## src/core/rcd_init_pkg.sv

```systemverilog
package rcd_init_pkg;

    // ****************************************
    // Widths
    // ****************************************
    localparam int CS_W    = 4;
    localparam int CKE_W   = 2;
    localparam int ODT_W   = 2;
    localparam int CA_W    = 8;

    // ****************************************
    // Timing
    // ****************************************
    localparam int CLK_PERIOD_PS      = 4000;
    localparam int STAB_INTERVAL_NS   = 6000;
    localparam int SETUP_INTERVAL_NS  = 100;
    localparam int RESET_LOW_MIN_NS   = 100;
    // Longest figure rounds down, least figures round up
    localparam int STAB_CYCLES  = (STAB_INTERVAL_NS * 1000) / CLK_PERIOD_PS;
    localparam int SETUP_CYCLES = (SETUP_INTERVAL_NS * 1000 + CLK_PERIOD_PS - 1) / CLK_PERIOD_PS;
    localparam int RESET_LOW_CYCLES =
        (RESET_LOW_MIN_NS * 1000 + CLK_PERIOD_PS - 1) / CLK_PERIOD_PS;
    localparam int CNT_W = 16;
    // Input clock counts as stable after this many rising edges seen
    localparam int CLK_STABLE_EDGES = 8;

    // ****************************************
    // Reset values
    // ****************************************
    localparam logic [CS_W-1:0]  CS_IDLE   = 4'hF;
    localparam logic [CKE_W-1:0] CKE_LOW   = 2'h0;
    localparam logic [ODT_W-1:0] ODT_LOW   = 2'h0;
    localparam logic [CA_W-1:0]  CA_CLEAR  = 8'h00;

    typedef enum logic [1:0] {
        ST_RESET  = 2'b00,
        ST_ARMED  = 2'b01,
        ST_STAB   = 2'b10,
        ST_ACTIVE = 2'b11
    } init_state_t;

    typedef enum logic [2:0] {
        CT_HOLD    = 3'b000,
        CT_SETUP   = 3'b001,
        CT_RELEASE = 3'b010,
        CT_STAB    = 3'b011,
        CT_RUN     = 3'b100
    } ctrl_state_t;

endpackage

```

## src/core/rcd_link_if.sv

```systemverilog
`timescale 1ns/1ps
interface rcd_link_if;
    import rcd_init_pkg::*;
    logic             reset_b;
    logic             in_clk;
    logic [CS_W-1:0]  chip_select_inputs;
    logic             clock_enable_input_zero;
    logic             clock_enable_input_one;
    logic [ODT_W-1:0] termination_inputs;
    logic [CA_W-1:0]  ca_inputs;
    logic             side_a_clock_enable_out_zero;
    logic             side_a_clock_enable_out_one;
    logic             side_b_clock_enable_out_zero;
    logic             side_b_clock_enable_out_one;
    logic [ODT_W-1:0] termination_outputs;
    logic [CS_W-1:0]  chip_select_outputs;
    logic [CA_W-1:0]  ca_outputs;
    logic             float_oe;

    modport device (
        input  reset_b, in_clk, chip_select_inputs, clock_enable_input_zero,
               clock_enable_input_one, termination_inputs, ca_inputs,
        output side_a_clock_enable_out_zero, side_a_clock_enable_out_one,
               side_b_clock_enable_out_zero, side_b_clock_enable_out_one,
               termination_outputs, chip_select_outputs, ca_outputs, float_oe
    );
    modport controller (
        output reset_b, in_clk, chip_select_inputs, clock_enable_input_zero,
               clock_enable_input_one, termination_inputs, ca_inputs,
        input  side_a_clock_enable_out_zero, side_a_clock_enable_out_one,
               side_b_clock_enable_out_zero, side_b_clock_enable_out_one,
               termination_outputs, chip_select_outputs, ca_outputs, float_oe
    );
endinterface

```

## src/core/rcd_reset_init.sv

```systemverilog
`timescale 1ns/1ps
module rcd_reset_init
    import rcd_init_pkg::*;
(
    // Clock and reset
    input  wire logic mclk,
    input  wire logic rst_b,
    // Link
    rcd_link_if.device link,
    // Status
    output logic      powered_down,
    output logic      link_active
);

    // ****************************************
    // Pin synchronisers
    // ****************************************
    logic       rst_meta;
    logic       rst_sync;
    logic       ck_meta;
    logic       ck_sync;
    logic       ck_prev;

    // Reset pin is asynchronous to everything, so two flops before use
    always_ff @(posedge mclk) begin
        if (!rst_b) begin
            rst_meta <= 1'b0;
            rst_sync <= 1'b0;
            ck_meta  <= 1'b0;
            ck_sync  <= 1'b0;
            ck_prev  <= 1'b0;
        end else begin
            rst_meta <= link.reset_b;
            rst_sync <= rst_meta;
            ck_meta  <= link.in_clk;
            ck_sync  <= ck_meta;
            ck_prev  <= ck_sync;
        end
    end

    wire ck_rise = ck_sync & ~ck_prev;

    // ****************************************
    // Input clock presence detector
    // ****************************************
    logic [3:0] ck_edges;
    logic [3:0] next_ck_edges;

    always_comb begin
        next_ck_edges = ck_edges;
        if (ck_rise && ck_edges != 4'(CLK_STABLE_EDGES)) begin
            next_ck_edges = ck_edges + 4'h1;
        end
    end

    always_ff @(posedge mclk) begin
        if (!rst_b) begin
            ck_edges <= 4'h0;
        end else begin
            ck_edges <= next_ck_edges;
        end
    end

    wire ck_stable = (ck_edges == 4'(CLK_STABLE_EDGES));

    // ****************************************
    // Init sequencer
    // ****************************************
    init_state_t      state;
    init_state_t      next_state;
    logic [CNT_W-1:0] stab_cnt;
    logic [CNT_W-1:0] next_stab_cnt;
    logic             first_edge_seen;
    logic             next_first_edge_seen;

    always_comb begin
        next_state           = state;
        next_stab_cnt        = stab_cnt;
        next_first_edge_seen = first_edge_seen;
        if (!rst_sync) begin
            // Reset level overrides everything at any time
            next_state           = ST_RESET;
            next_stab_cnt        = '0;
            next_first_edge_seen = 1'b0;
        end else begin
            case (state)
                ST_RESET: begin
                    // Rises count from local reset on, whatever the link reset level was
                    if (ck_stable) begin
                        next_state = ST_STAB;
                    end else begin
                        next_state = ST_ARMED;
                    end
                end
                ST_ARMED: begin
                    // Released without a clock: wait for fresh low pulse
                    next_state = ST_ARMED;
                end
                ST_STAB: begin
                    if (ck_rise) begin
                        next_first_edge_seen = 1'b1;
                    end
                    if (stab_cnt == CNT_W'(STAB_CYCLES - 1)) begin
                        next_state = ST_ACTIVE;
                    end else begin
                        next_stab_cnt = stab_cnt + 1'b1;
                    end
                end
                ST_ACTIVE: begin
                    next_state = ST_ACTIVE;
                end
                default: begin
                    next_state = ST_RESET;
                end
            endcase
        end
    end

    always_ff @(posedge mclk) begin
        if (!rst_b) begin
            state           <= ST_RESET;
            stab_cnt        <= '0;
            first_edge_seen <= 1'b0;
        end else begin
            state           <= next_state;
            stab_cnt        <= next_stab_cnt;
            first_edge_seen <= next_first_edge_seen;
        end
    end

    // ****************************************
    // Capture register and output stage
    // ****************************************
    logic [CS_W-1:0]  cs_q;
    logic [CS_W-1:0]  next_cs_q;
    logic [CKE_W-1:0] cke_q;
    logic [CKE_W-1:0] next_cke_q;
    logic [ODT_W-1:0] odt_q;
    logic [ODT_W-1:0] next_odt_q;
    logic [CA_W-1:0]  ca_q;
    logic [CA_W-1:0]  next_ca_q;
    logic             oe_q;
    logic             next_oe_q;
    logic             pd_q;
    logic             next_pd_q;
    logic             act_q;
    logic             next_act_q;

    always_comb begin
        next_cs_q  = CS_IDLE;
        next_cke_q = CKE_LOW;
        next_odt_q = ODT_LOW;
        next_ca_q  = CA_CLEAR;
        next_oe_q  = 1'b0;
        next_pd_q  = 1'b1;
        next_act_q = 1'b0;
        if (!rst_sync) begin
            // Inputs not looked at; all state back to default
            next_cke_q = CKE_LOW;
            next_oe_q  = 1'b0;
            next_pd_q  = 1'b1;
        end else if (state == ST_STAB) begin
            next_pd_q  = 1'b0;
            next_oe_q  = 1'b1;
            next_cs_q  = CS_IDLE;
            // Follows only after a seen rise, so the low level always shows first
            next_odt_q = first_edge_seen ? link.termination_inputs : ODT_LOW;
        end else if (state == ST_ACTIVE) begin
            next_pd_q  = 1'b0;
            next_oe_q  = 1'b1;
            next_act_q = 1'b1;
            // Captured on input clock rise; held between edges
            next_cs_q  = ck_rise ? link.chip_select_inputs : cs_q;
            next_cke_q = ck_rise ? {link.clock_enable_input_one,
                                    link.clock_enable_input_zero} : cke_q;
            next_odt_q = ck_rise ? link.termination_inputs : odt_q;
            next_ca_q  = ck_rise ? link.ca_inputs : ca_q;
        end else begin
            next_pd_q  = 1'b0;
        end
    end

    always_ff @(posedge mclk) begin
        if (!rst_b) begin
            cs_q  <= CS_IDLE;
            cke_q <= CKE_LOW;
            odt_q <= ODT_LOW;
            ca_q  <= CA_CLEAR;
            oe_q  <= 1'b0;
            pd_q  <= 1'b1;
            act_q <= 1'b0;
        end else begin
            cs_q  <= next_cs_q;
            cke_q <= next_cke_q;
            odt_q <= next_odt_q;
            ca_q  <= next_ca_q;
            oe_q  <= next_oe_q;
            pd_q  <= next_pd_q;
            act_q <= next_act_q;
        end
    end

    // Clock enables always driven; the rest float when float_oe is low
    assign link.side_a_clock_enable_out_zero = cke_q[0];
    assign link.side_b_clock_enable_out_zero = cke_q[0];
    assign link.side_a_clock_enable_out_one  = cke_q[1];
    assign link.side_b_clock_enable_out_one  = cke_q[1];
    assign link.chip_select_outputs          = cs_q;
    assign link.termination_outputs          = odt_q;
    assign link.ca_outputs                   = ca_q;
    assign link.float_oe                     = oe_q;
    assign powered_down                      = pd_q;
    assign link_active                       = act_q;

endmodule

```

## src/flat_wrapper.sv

```systemverilog
// flat-port wrapper written by rule: the top's interface ports become plain ports
module rcd_reset_init_flat import rcd_init_pkg::*;
  (mclk, rst_b, powered_down, link_active, link_reset_b, link_in_clk, link_chip_select_inputs, link_clock_enable_input_zero, link_clock_enable_input_one, link_termination_inputs, link_ca_inputs, link_side_a_clock_enable_out_zero, link_side_a_clock_enable_out_one, link_side_b_clock_enable_out_zero, link_side_b_clock_enable_out_one, link_termination_outputs, link_chip_select_outputs, link_ca_outputs, link_float_oe);
  rcd_link_if link_i ();
  input  wire logic mclk;
  input  wire logic rst_b;
  output logic powered_down;
  output logic link_active;
  input wire logic [$bits(link_i.reset_b)-1:0] link_reset_b;
  input wire logic [$bits(link_i.in_clk)-1:0] link_in_clk;
  input wire logic [$bits(link_i.chip_select_inputs)-1:0] link_chip_select_inputs;
  input wire logic [$bits(link_i.clock_enable_input_zero)-1:0] link_clock_enable_input_zero;
  input wire logic [$bits(link_i.clock_enable_input_one)-1:0] link_clock_enable_input_one;
  input wire logic [$bits(link_i.termination_inputs)-1:0] link_termination_inputs;
  input wire logic [$bits(link_i.ca_inputs)-1:0] link_ca_inputs;
  output wire logic [$bits(link_i.side_a_clock_enable_out_zero)-1:0] link_side_a_clock_enable_out_zero;
  output wire logic [$bits(link_i.side_a_clock_enable_out_one)-1:0] link_side_a_clock_enable_out_one;
  output wire logic [$bits(link_i.side_b_clock_enable_out_zero)-1:0] link_side_b_clock_enable_out_zero;
  output wire logic [$bits(link_i.side_b_clock_enable_out_one)-1:0] link_side_b_clock_enable_out_one;
  output wire logic [$bits(link_i.termination_outputs)-1:0] link_termination_outputs;
  output wire logic [$bits(link_i.chip_select_outputs)-1:0] link_chip_select_outputs;
  output wire logic [$bits(link_i.ca_outputs)-1:0] link_ca_outputs;
  output wire logic [$bits(link_i.float_oe)-1:0] link_float_oe;
  assign link_i.reset_b = link_reset_b;
  assign link_i.in_clk = link_in_clk;
  assign link_i.chip_select_inputs = link_chip_select_inputs;
  assign link_i.clock_enable_input_zero = link_clock_enable_input_zero;
  assign link_i.clock_enable_input_one = link_clock_enable_input_one;
  assign link_i.termination_inputs = link_termination_inputs;
  assign link_i.ca_inputs = link_ca_inputs;
  assign link_side_a_clock_enable_out_zero = link_i.side_a_clock_enable_out_zero;
  assign link_side_a_clock_enable_out_one = link_i.side_a_clock_enable_out_one;
  assign link_side_b_clock_enable_out_zero = link_i.side_b_clock_enable_out_zero;
  assign link_side_b_clock_enable_out_one = link_i.side_b_clock_enable_out_one;
  assign link_termination_outputs = link_i.termination_outputs;
  assign link_chip_select_outputs = link_i.chip_select_outputs;
  assign link_ca_outputs = link_i.ca_outputs;
  assign link_float_oe = link_i.float_oe;
  rcd_reset_init u_core (.mclk(mclk), .rst_b(rst_b), .link(link_i), .powered_down(powered_down), .link_active(link_active));
endmodule
```

## config.mk

```make
export PLATFORM = sky130hd
export DESIGN_NAME = rcd_reset_init_flat
export DESIGN_NICKNAME = d
export VERILOG_FILES = /design/src/core/rcd_init_pkg.sv /design/src/core/rcd_link_if.sv /design/src/core/rcd_reset_init.sv /design/src/flat_wrapper.sv
export SDC_FILE = /design/constraint.sdc
export NUM_CORES = 1
export LEC_CHECK = 0
export BUFFER_PORTS_ARGS = -buffer_cell sky130_fd_sc_hd__buf_2
export CORE_MARGIN = 2
export CORE_UTILIZATION = 35
export CTS_BUF_LIST = sky130_fd_sc_hd__clkbuf_4
export DETAILED_ROUTE_END_ITERATION = 10
export SYNTH_ARGS = -nofsm -noshare
export SYNTH_HDL_FRONTEND = slang
export SYNTH_SLANG_ARGS = --single-unit
```

## constraint.sdc

```tcl
create_clock -name mclk -period 4 [get_ports mclk]
set_input_delay 1 -clock mclk [delete_from_list [all_inputs] [get_ports mclk]]
set_output_delay 1 -clock mclk [all_outputs]
set_load 0.05 [all_outputs]
```

==> results of run 1 <==
## sequential cells by signal, indices dropped and copies added, names as in the netlist
signal                           count
u_core.ck_edges                      4
u_core.ck_meta                       1
u_core.ck_prev                       1
u_core.ck_sync                       1
u_core.cke_q                         2
u_core.first_edge_seen               1
u_core.link.ca_outputs               8
u_core.link.chip_select_outputs      4
u_core.link.float_oe                 1
u_core.link.termination_outputs      2
u_core.link_active                   1
u_core.powered_down                  1
u_core.rst_meta                      1
u_core.rst_sync                      1
u_core.stab_cnt                     16
u_core.state                         2
## cells by family (layout without fill, tap and decap cells)
logic type,count (synthesis),after routing,share of synthesized area
adder cells (fa/ha/maj),3,3,0.0196
AO/OA/AOI/OAI,35,35,0.102
XOR/XNOR,9,9,0.0411
AND/OR/NAND/NOR,107,107,0.291
buffers and inverters,16,54,0.0443
multiplexers,2,2,0.0117
flip-flops,47,47,0.490
## per-layer routing
layer  global-route usage  share of wire  vias to the layer above
li1                     -              -                      827
met1                0.193           0.47                      728
met4               0.0579          0.014                        0
met5                    0              0                        -
met3               0.0322          0.036                        7
met2                0.214           0.48                       24
## cells in the final DEF (no fill, tap or decap)
cell	count
a21boi_0	1
a21oi_1	21
a22oi_1	2
and2_1	11
and2b_1	1
and3b_1	1
and4_1	3
and4_4	1
and4bb_1	1
buf_2	40
buf_4	1
bufinv_16	2
clkbuf_4	6
dfxtp_1	47
ha_1	3
inv_1	4
inv_2	1
mux2_2	2
nand2_1	38
nand2_2	1
nand2b_1	2
nand3_1	13
nand3b_1	1
nand4_1	7
nor2_1	12
nor2b_1	2
nor3b_1	2
nor4_1	2
o211ai_1	1
o21ai_0	6
o31ai_1	4
or3_1	5
or4_1	4
xnor2_1	5
xor2_1	4
## cells in the mapped netlist
cell       n
xnor2_1    5
a21oi_1   21
nand3_1   13
or3_1      5
ha_1       3
nand4_1    7
buf_2      2
buf_1      1
clkbuf_1   3
nor3b_1    2
inv_1      4
nor2_1    12
and2_1    11
and3b_1    1
inv_2      1
nand3b_1   1
o211ai_1   1
or4_1      4
xor2_1     4
a22oi_1    2
o21ai_0    6
dfxtp_1   47
and2b_1    1
nand2_1   38
buf_6      1
and4_1     3
and4bb_1   1
nor2b_1    2
nand2b_1   2
nor4_1     2
and4_4     1
nand2_2    1
a21boi_0   1
mux2_2     2
o31ai_1    4
buf_4      4
## metrics by stage
step,area (µm²),cells,total power [mW]
6_report,2250,327,0.856
5_1_grt,2250,327,0.893
4_1_cts,2250,327,0.864
3_5_place_dp,2150,319,0.511
3_3_place_gp,2150,319,0.510
2_1_floorplan,1920,219,0.497
## power by group
| part | total, mW | switching [mW] | internal (mW) |
|---|---|---|---|
| clock network | 0.356 | 0.154 | 0.202 |
| registers | 0.474 | 0.00212 | 0.472 |
| logic | 0.0262 | 0.0137 | 0.0125 |
## path summary, 6_finish.rpt
kind                                              startpoint                                to  slack, ns  cells past startpoint
max reg2reg                  u_core.stab_cnt[0]$_SDFFE_PN0P_  u_core.stab_cnt[11]$_SDFFE_PN0P_       2.26                      5
min                               u_core.rst_meta$_SDFF_PN0_        u_core.rst_sync$_SDFF_PN0_       0.44                      1
max          u_core.link.chip_select_outputs[2]$_SDFFE_PP1P_       link_chip_select_outputs[2]       2.00                      1
min reg2reg                       u_core.rst_meta$_SDFF_PN0_        u_core.rst_sync$_SDFF_PN0_       0.44                      1
## final cells by class
type                       count  area [µm²]  share of cell area
clock buffer                   6        45.0              0.0200
multi-input combinational    156         893               0.396
sequential                    47         941               0.418
clock inverter                 2        60.1              0.0267
timing repair buffer          41         208              0.0922
inverter                       5        18.8             0.00833
tap                           70        87.6              0.0389
==> summary.md, run 1 <==
| Metric | Value |
|---|---|
| Crit path max-delay family | `flip-flops` |
| Clock Latency Late Sink | `0.36 ns` |
| Hold slack | `0.439 ns` |
| Root buf cell | `clkbuf_4` |
| Pin count of the biggest net entering global routing | `20` |
| FP Rows | `26` |
| Worst VDD drop | `0.194 mV` |
| Antenna Nets Post-Route | `0` |
| Crit. End Element | `output port` |
| Slew margin rel. | `0.648` |
| Mean routed wirelength per cell | `12.5 µm` |
| Area leader, netlist | `dfxtp_1` |
| Status | `complete, no violations` |
| Grt total ovfl | `0` |
| Post-synth top area share | `0.490` |
| Synth warn | `0` |
| Post-Syn Instances | `219` |
| Critical Path Max Stage Delay | `0.37 ns` |
| GP Congestion | `0.782` |
| Port-buffer cells | `40` |
| Tot GR Track Use | `0.141` |
| Fin crit share | `0.500` |
| Setup Buffers After CTS | `0` |
| Clock sinks | `47` |
| Vias per Instance | `4.85` |
| H-tree depth | `2` |
| CTS resizes | `0` |
| Setup slack after layout | `2.00 ns` |
| Hold_buf cts | `0` |
| Cell variety after synth | `36` |
| Core Footprint | `5200 µm²` |
| Avg Cell Area, Syn | `8.76 µm²` |
| Vias post-DR | `1586` |
| PD cells | `380 nW/µm²` |
| Antenna violations before repair | `0` |
| Layout cells sized above 1 | `0.210` |
| Worst setup SP type | `flip-flop` |
| Syn nets | `242` |
| Final net count | `279` |
| Slowest cell on the critical path | `dfxtp_1` |
| Yosys reg bits | `47` |
| Pins Over Slew Limit | `0` |
| Synth top area cells | `dfxtp_1, nand2_1, a21oi_1, and2_1, nand3_1` |
| Pre-Repair DR Iteration Count | `4` |
| CTS tree | `done` |
| Starting Density | `0.369` |
| Clock tree buffer depth | `2` |
| Register clock-pin slew on the reported worst setup and hold paths | `0.14 ns` |
| Req. time, crit path | `3.00 ns` |
| Final setup TNS | `0 ns` |
| Place WS | `1.72 ns` |
| Die Span X | `78.1 µm` |
| Fillers | `538` |
| Diodes inserted | `0` |
| Worst EP arrival | `1.00 ns` |
| Cts bufs inserted | `5` |
| Tmin final | `2.00 ns` |
| Die area | `6090 µm²` |
| I/O pin count | `41` |
| Skew final | `0.0114 ns` |
| Sequential-to-total area share from yosys stat | `0.490` |
| Max-Cap Viols | `0` |
| Setup violators final | `0` |
| Iteration-0 DRC Markers | `136` |
| Final hold viol count | `0` |
| First-pass GRT wire length | `6800 µm` |
| LEAKAGE | `0.865 nW` |
| Cell area after synthesis | `1920 µm²` |
| Cell Chain, Critical Path | `buf_2` |
| Dpl hpwl | `2940 µm` |
| Final wirelength | `4100 µm` |
| Die Y | `78.1 µm` |
| Fin util | `0.433` |
| FMAX | `500 MHz` |
| Unrepaired setup endpoints after global routing | `false` |
| Highest net fanout along the worst path | `2` |
| Worst-Margin Slew | `0.528 ns` |
| Crit path buf inv count | `1` |
| Vias in the first global route | `1396` |
| CP Class | `flip-flop to output port` |
| Worst min path class | `flip-flop to flip-flop` |
| DRC violations left | `0` |
| Area growth syn-to-layout | `17.4%` |
(Power assumes the default switching activity.)
==> run 2: changes to the inputs <==
clock period = 1.79 ns   (was 4 ns; I/O delays follow)
==> summary.md, run 2 (synthesis results as in run 1) <==
| Metric | Value |
|---|---|
| Status | `complete, no violations` |
| Root buf cell | `clkbuf_4` |
| Clock sinks | `47 (unchanged)` |
| CTS tree | `done` |
| Crit path max-delay family | `simple AND/OR/NAND/NOR gates` |
| Worst Reg-to-Reg Cells | `5 (unchanged)` |
| Skew final | `0.00636 ns (-0.00500 ns)` |
| Highest net fanout along the worst path | `11 (+9)` |
| Sw power | `0.375 mW (+120%)` |
| Die Span X | `78.1 µm (unchanged)` |
| CP Class | `flip-flop to flip-flop` |
| CTS resizes | `0 (unchanged)` |
| Sequential power share | `0.603 (+0.050)` |
| Antenna violations before repair | `0 (unchanged)` |
| Worst R2R Setup Slack | `0.17 ns (-2.09 ns)` |
| Fin crit share | `0.906` |
| Max-Cap Viols | `0 (unchanged)` |
| Crit path buf inv count | `0 (-1)` |
| Area growth syn-to-layout | `19.4%` |
| Hold EP | `u_core.ck_meta$_SDFF_PN0_` |
| I/O pin count | `41 (unchanged)` |
| FMAX | `617 MHz` |
| Starting Density | `0.369 (unchanged)` |
| Cts bufs inserted | `5 (unchanged)` |
| Worst VDD drop | `0.544 mV (+180%)` |
| PD cells | `766 nW/µm² (+100%)` |
| Final setup TNS | `0 ns (unchanged)` |
| Crit. End Element | `flip-flop` |
| Setup violators final | `0 (unchanged)` |
| Slowest cell on the critical path | `or4_1` |
| Commonest non-fill, non-tap cell in the layout | `dfxtp_1` |
| Pins Over Slew Limit | `0 (unchanged)` |
| GP Congestion | `0.813 (+4.0%)` |
| Clock Latency Late Sink | `0.35 ns (about the same)` |
| Unrepaired setup endpoints after global routing | `false` |
| Max reg flops | `16 (unchanged)` |
| Iteration-0 DRC Markers | `79 (-42%)` |
| Grt total ovfl | `0 (unchanged)` |
| Req. time, crit path | `2.09 ns (-0.91 ns)` |
| Final wirelength | `3890 µm (-5.1%)` |
| Worst-Margin Slew | `0.555 ns (+0.0272 ns)` |
| Hold Path Cell Cnt | `2 (+1)` |
| Worst EP arrival | `1.92 ns (+0.92 ns)` |
| Tmin final | `1.62 ns` |
| Dpl hpwl | `2830 µm (-3.7%)` |
| Port-buffer cells | `40 (unchanged)` |
| Tot GR Track Use | `0.139 (-0.00111)` |
| Top reg by flops | `u_core.stab_cnt` |
| Total stage count of the critical path | `5 (+4)` |
| Most frequent cells in the layout | `dfxtp_1, buf_2, nand2_1` |
| Hold_buf cts | `0 (unchanged)` |
| Worst setup SP type | `flip-flop` |
| LEAKAGE | `0.893 nW (+3.3%)` |
| Mean routed wirelength per cell | `11.6 µm (-7.3%)` |
| Worst min path class | `primary input to flip-flop` |
| H-tree depth | `2 (unchanged)` |
| Clock tree buffer depth | `2 (unchanged)` |
| Critical Path Max Stage Delay | `0.48 ns (+0.11 ns)` |
| Fillers | `538 (unchanged)` |
| Pin count of the biggest net entering global routing | `19 (-5.0%)` |
| Slew margin rel. | `0.630 (-0.0181)` |
| DRC violations left | `0 (unchanged)` |
| Layout cells sized above 1 | `0.238 (+0.0276)` |
| Min-delay src | `link_in_clk` |
| Core Footprint | `5200 µm² (unchanged)` |
| Pre-Repair DR Iteration Count | `4 (unchanged)` |
| Vias in the first global route | `1513 (+8.4%)` |
| Die area | `6090 µm² (unchanged)` |
| Die Y | `78.1 µm (unchanged)` |
| Cell Chain, Critical Path | `ha_1, nor3b_1, and4_4, or4_1, a21oi_1` |
| FP Rows | `26 (unchanged)` |
| Worst R2R Start | `u_core.stab_cnt[0]$_SDFFE_PN0P_` |
| Vias post-DR | `1587 (+0.063%)` |
| Combinational share of power | `0.035 (+0.004)` |
| Register clock-pin slew on the reported worst setup and hold paths | `0.14 ns (about the same)` |
| Antenna Nets Post-Route | `0 (unchanged)` |
| Diodes inserted | `0 (unchanged)` |
| Clock Power Share | `0.362 (-0.054)` |
| Tot Pwr | `1.75 mW (+100%)` |
| Reg2reg end | `u_core.stab_cnt[9]$_SDFFE_PN0P_` |
| Final net count | `287 (+2.9%)` |
| Vias per Instance | `4.74 (-2.3%)` |
| P_int | `1.38 mW (+100%)` |
| Net Sw Frac | `0.214 (+0.0154)` |
| Setup Buffers After CTS | `0 (unchanged)` |
| First-pass GRT wire length | `6850 µm (+0.81%)` |
| Final hold viol count | `0 (unchanged)` |
==> run 2: metal layers <==
metal	routed length, µm	GRT usage
met4	40	0.0509
met3	147	0.0322
met1	1910	0.185
met2	1790	0.222
met5	0	0
==> run 2: worst max path at each step <==
stage                                             to                       startpoint  slack [ns]
floorplan           u_core.stab_cnt[11]$_SDFFE_PN0P_  u_core.stab_cnt[0]$_SDFFE_PN0P_        0.12
global placement    u_core.stab_cnt[13]$_SDFFE_PN0P_     u_core.state[1]$_SDFFE_PN0P_        0.22
detailed placement   u_core.stab_cnt[9]$_SDFFE_PN0P_     u_core.state[1]$_SDFFE_PN0P_        0.19
CTS                  u_core.stab_cnt[9]$_SDFFE_PN0P_     u_core.state[1]$_SDFFE_PN0P_        0.14
global route         u_core.stab_cnt[9]$_SDFFE_PN0P_  u_core.stab_cnt[0]$_SDFFE_PN0P_        0.06
finish               u_core.stab_cnt[9]$_SDFFE_PN0P_  u_core.stab_cnt[0]$_SDFFE_PN0P_        0.17
==> run 2: final cells by class <==
type                       instances  area, µm²  share of cell area
multi-input combinational        156        895               0.390
clock buffer                       5       37.5              0.0164
sequential                        47        941               0.411
inverter                           5       18.8             0.00819
timing repair buffer              49        268               0.117
tap                               70       87.6              0.0382
clock inverter                     3       43.8              0.0191
==> run 2: power by group through the flow <==
stage                     combinational [mW]  sequential, mW  clock [mW]
after global routing                  0.0713            1.06       0.705
after global placement                0.0634            1.08           0
after floorplan                       0.0295            1.08           0
after CTS                             0.0632            1.06       0.663
final                                 0.0622            1.06       0.634
after detailed placement              0.0631            1.08           0
==> run 2: per-stage QoR <==
| step | utilization | area, µm² | setup WS [ns] | hold WS (ns) | instances |
|---|---|---|---|---|---|
| 2_1_floorplan | - | 1920 | 0.123 | 0.412 | 219 |
| 3_3_place_gp | 0.424 | 2210 | 0.216 | 0.416 | 327 |
| 3_5_place_dp | 0.424 | 2210 | 0.188 | 0.418 | 327 |
| 4_1_cts | 0.440 | 2290 | 0.137 | 0.272 | 335 |
| 5_1_grt | 0.440 | 2290 | 0.0579 | 0.262 | 335 |
| 6_report | 0.440 | 2290 | 0.169 | 0.288 | 335 |
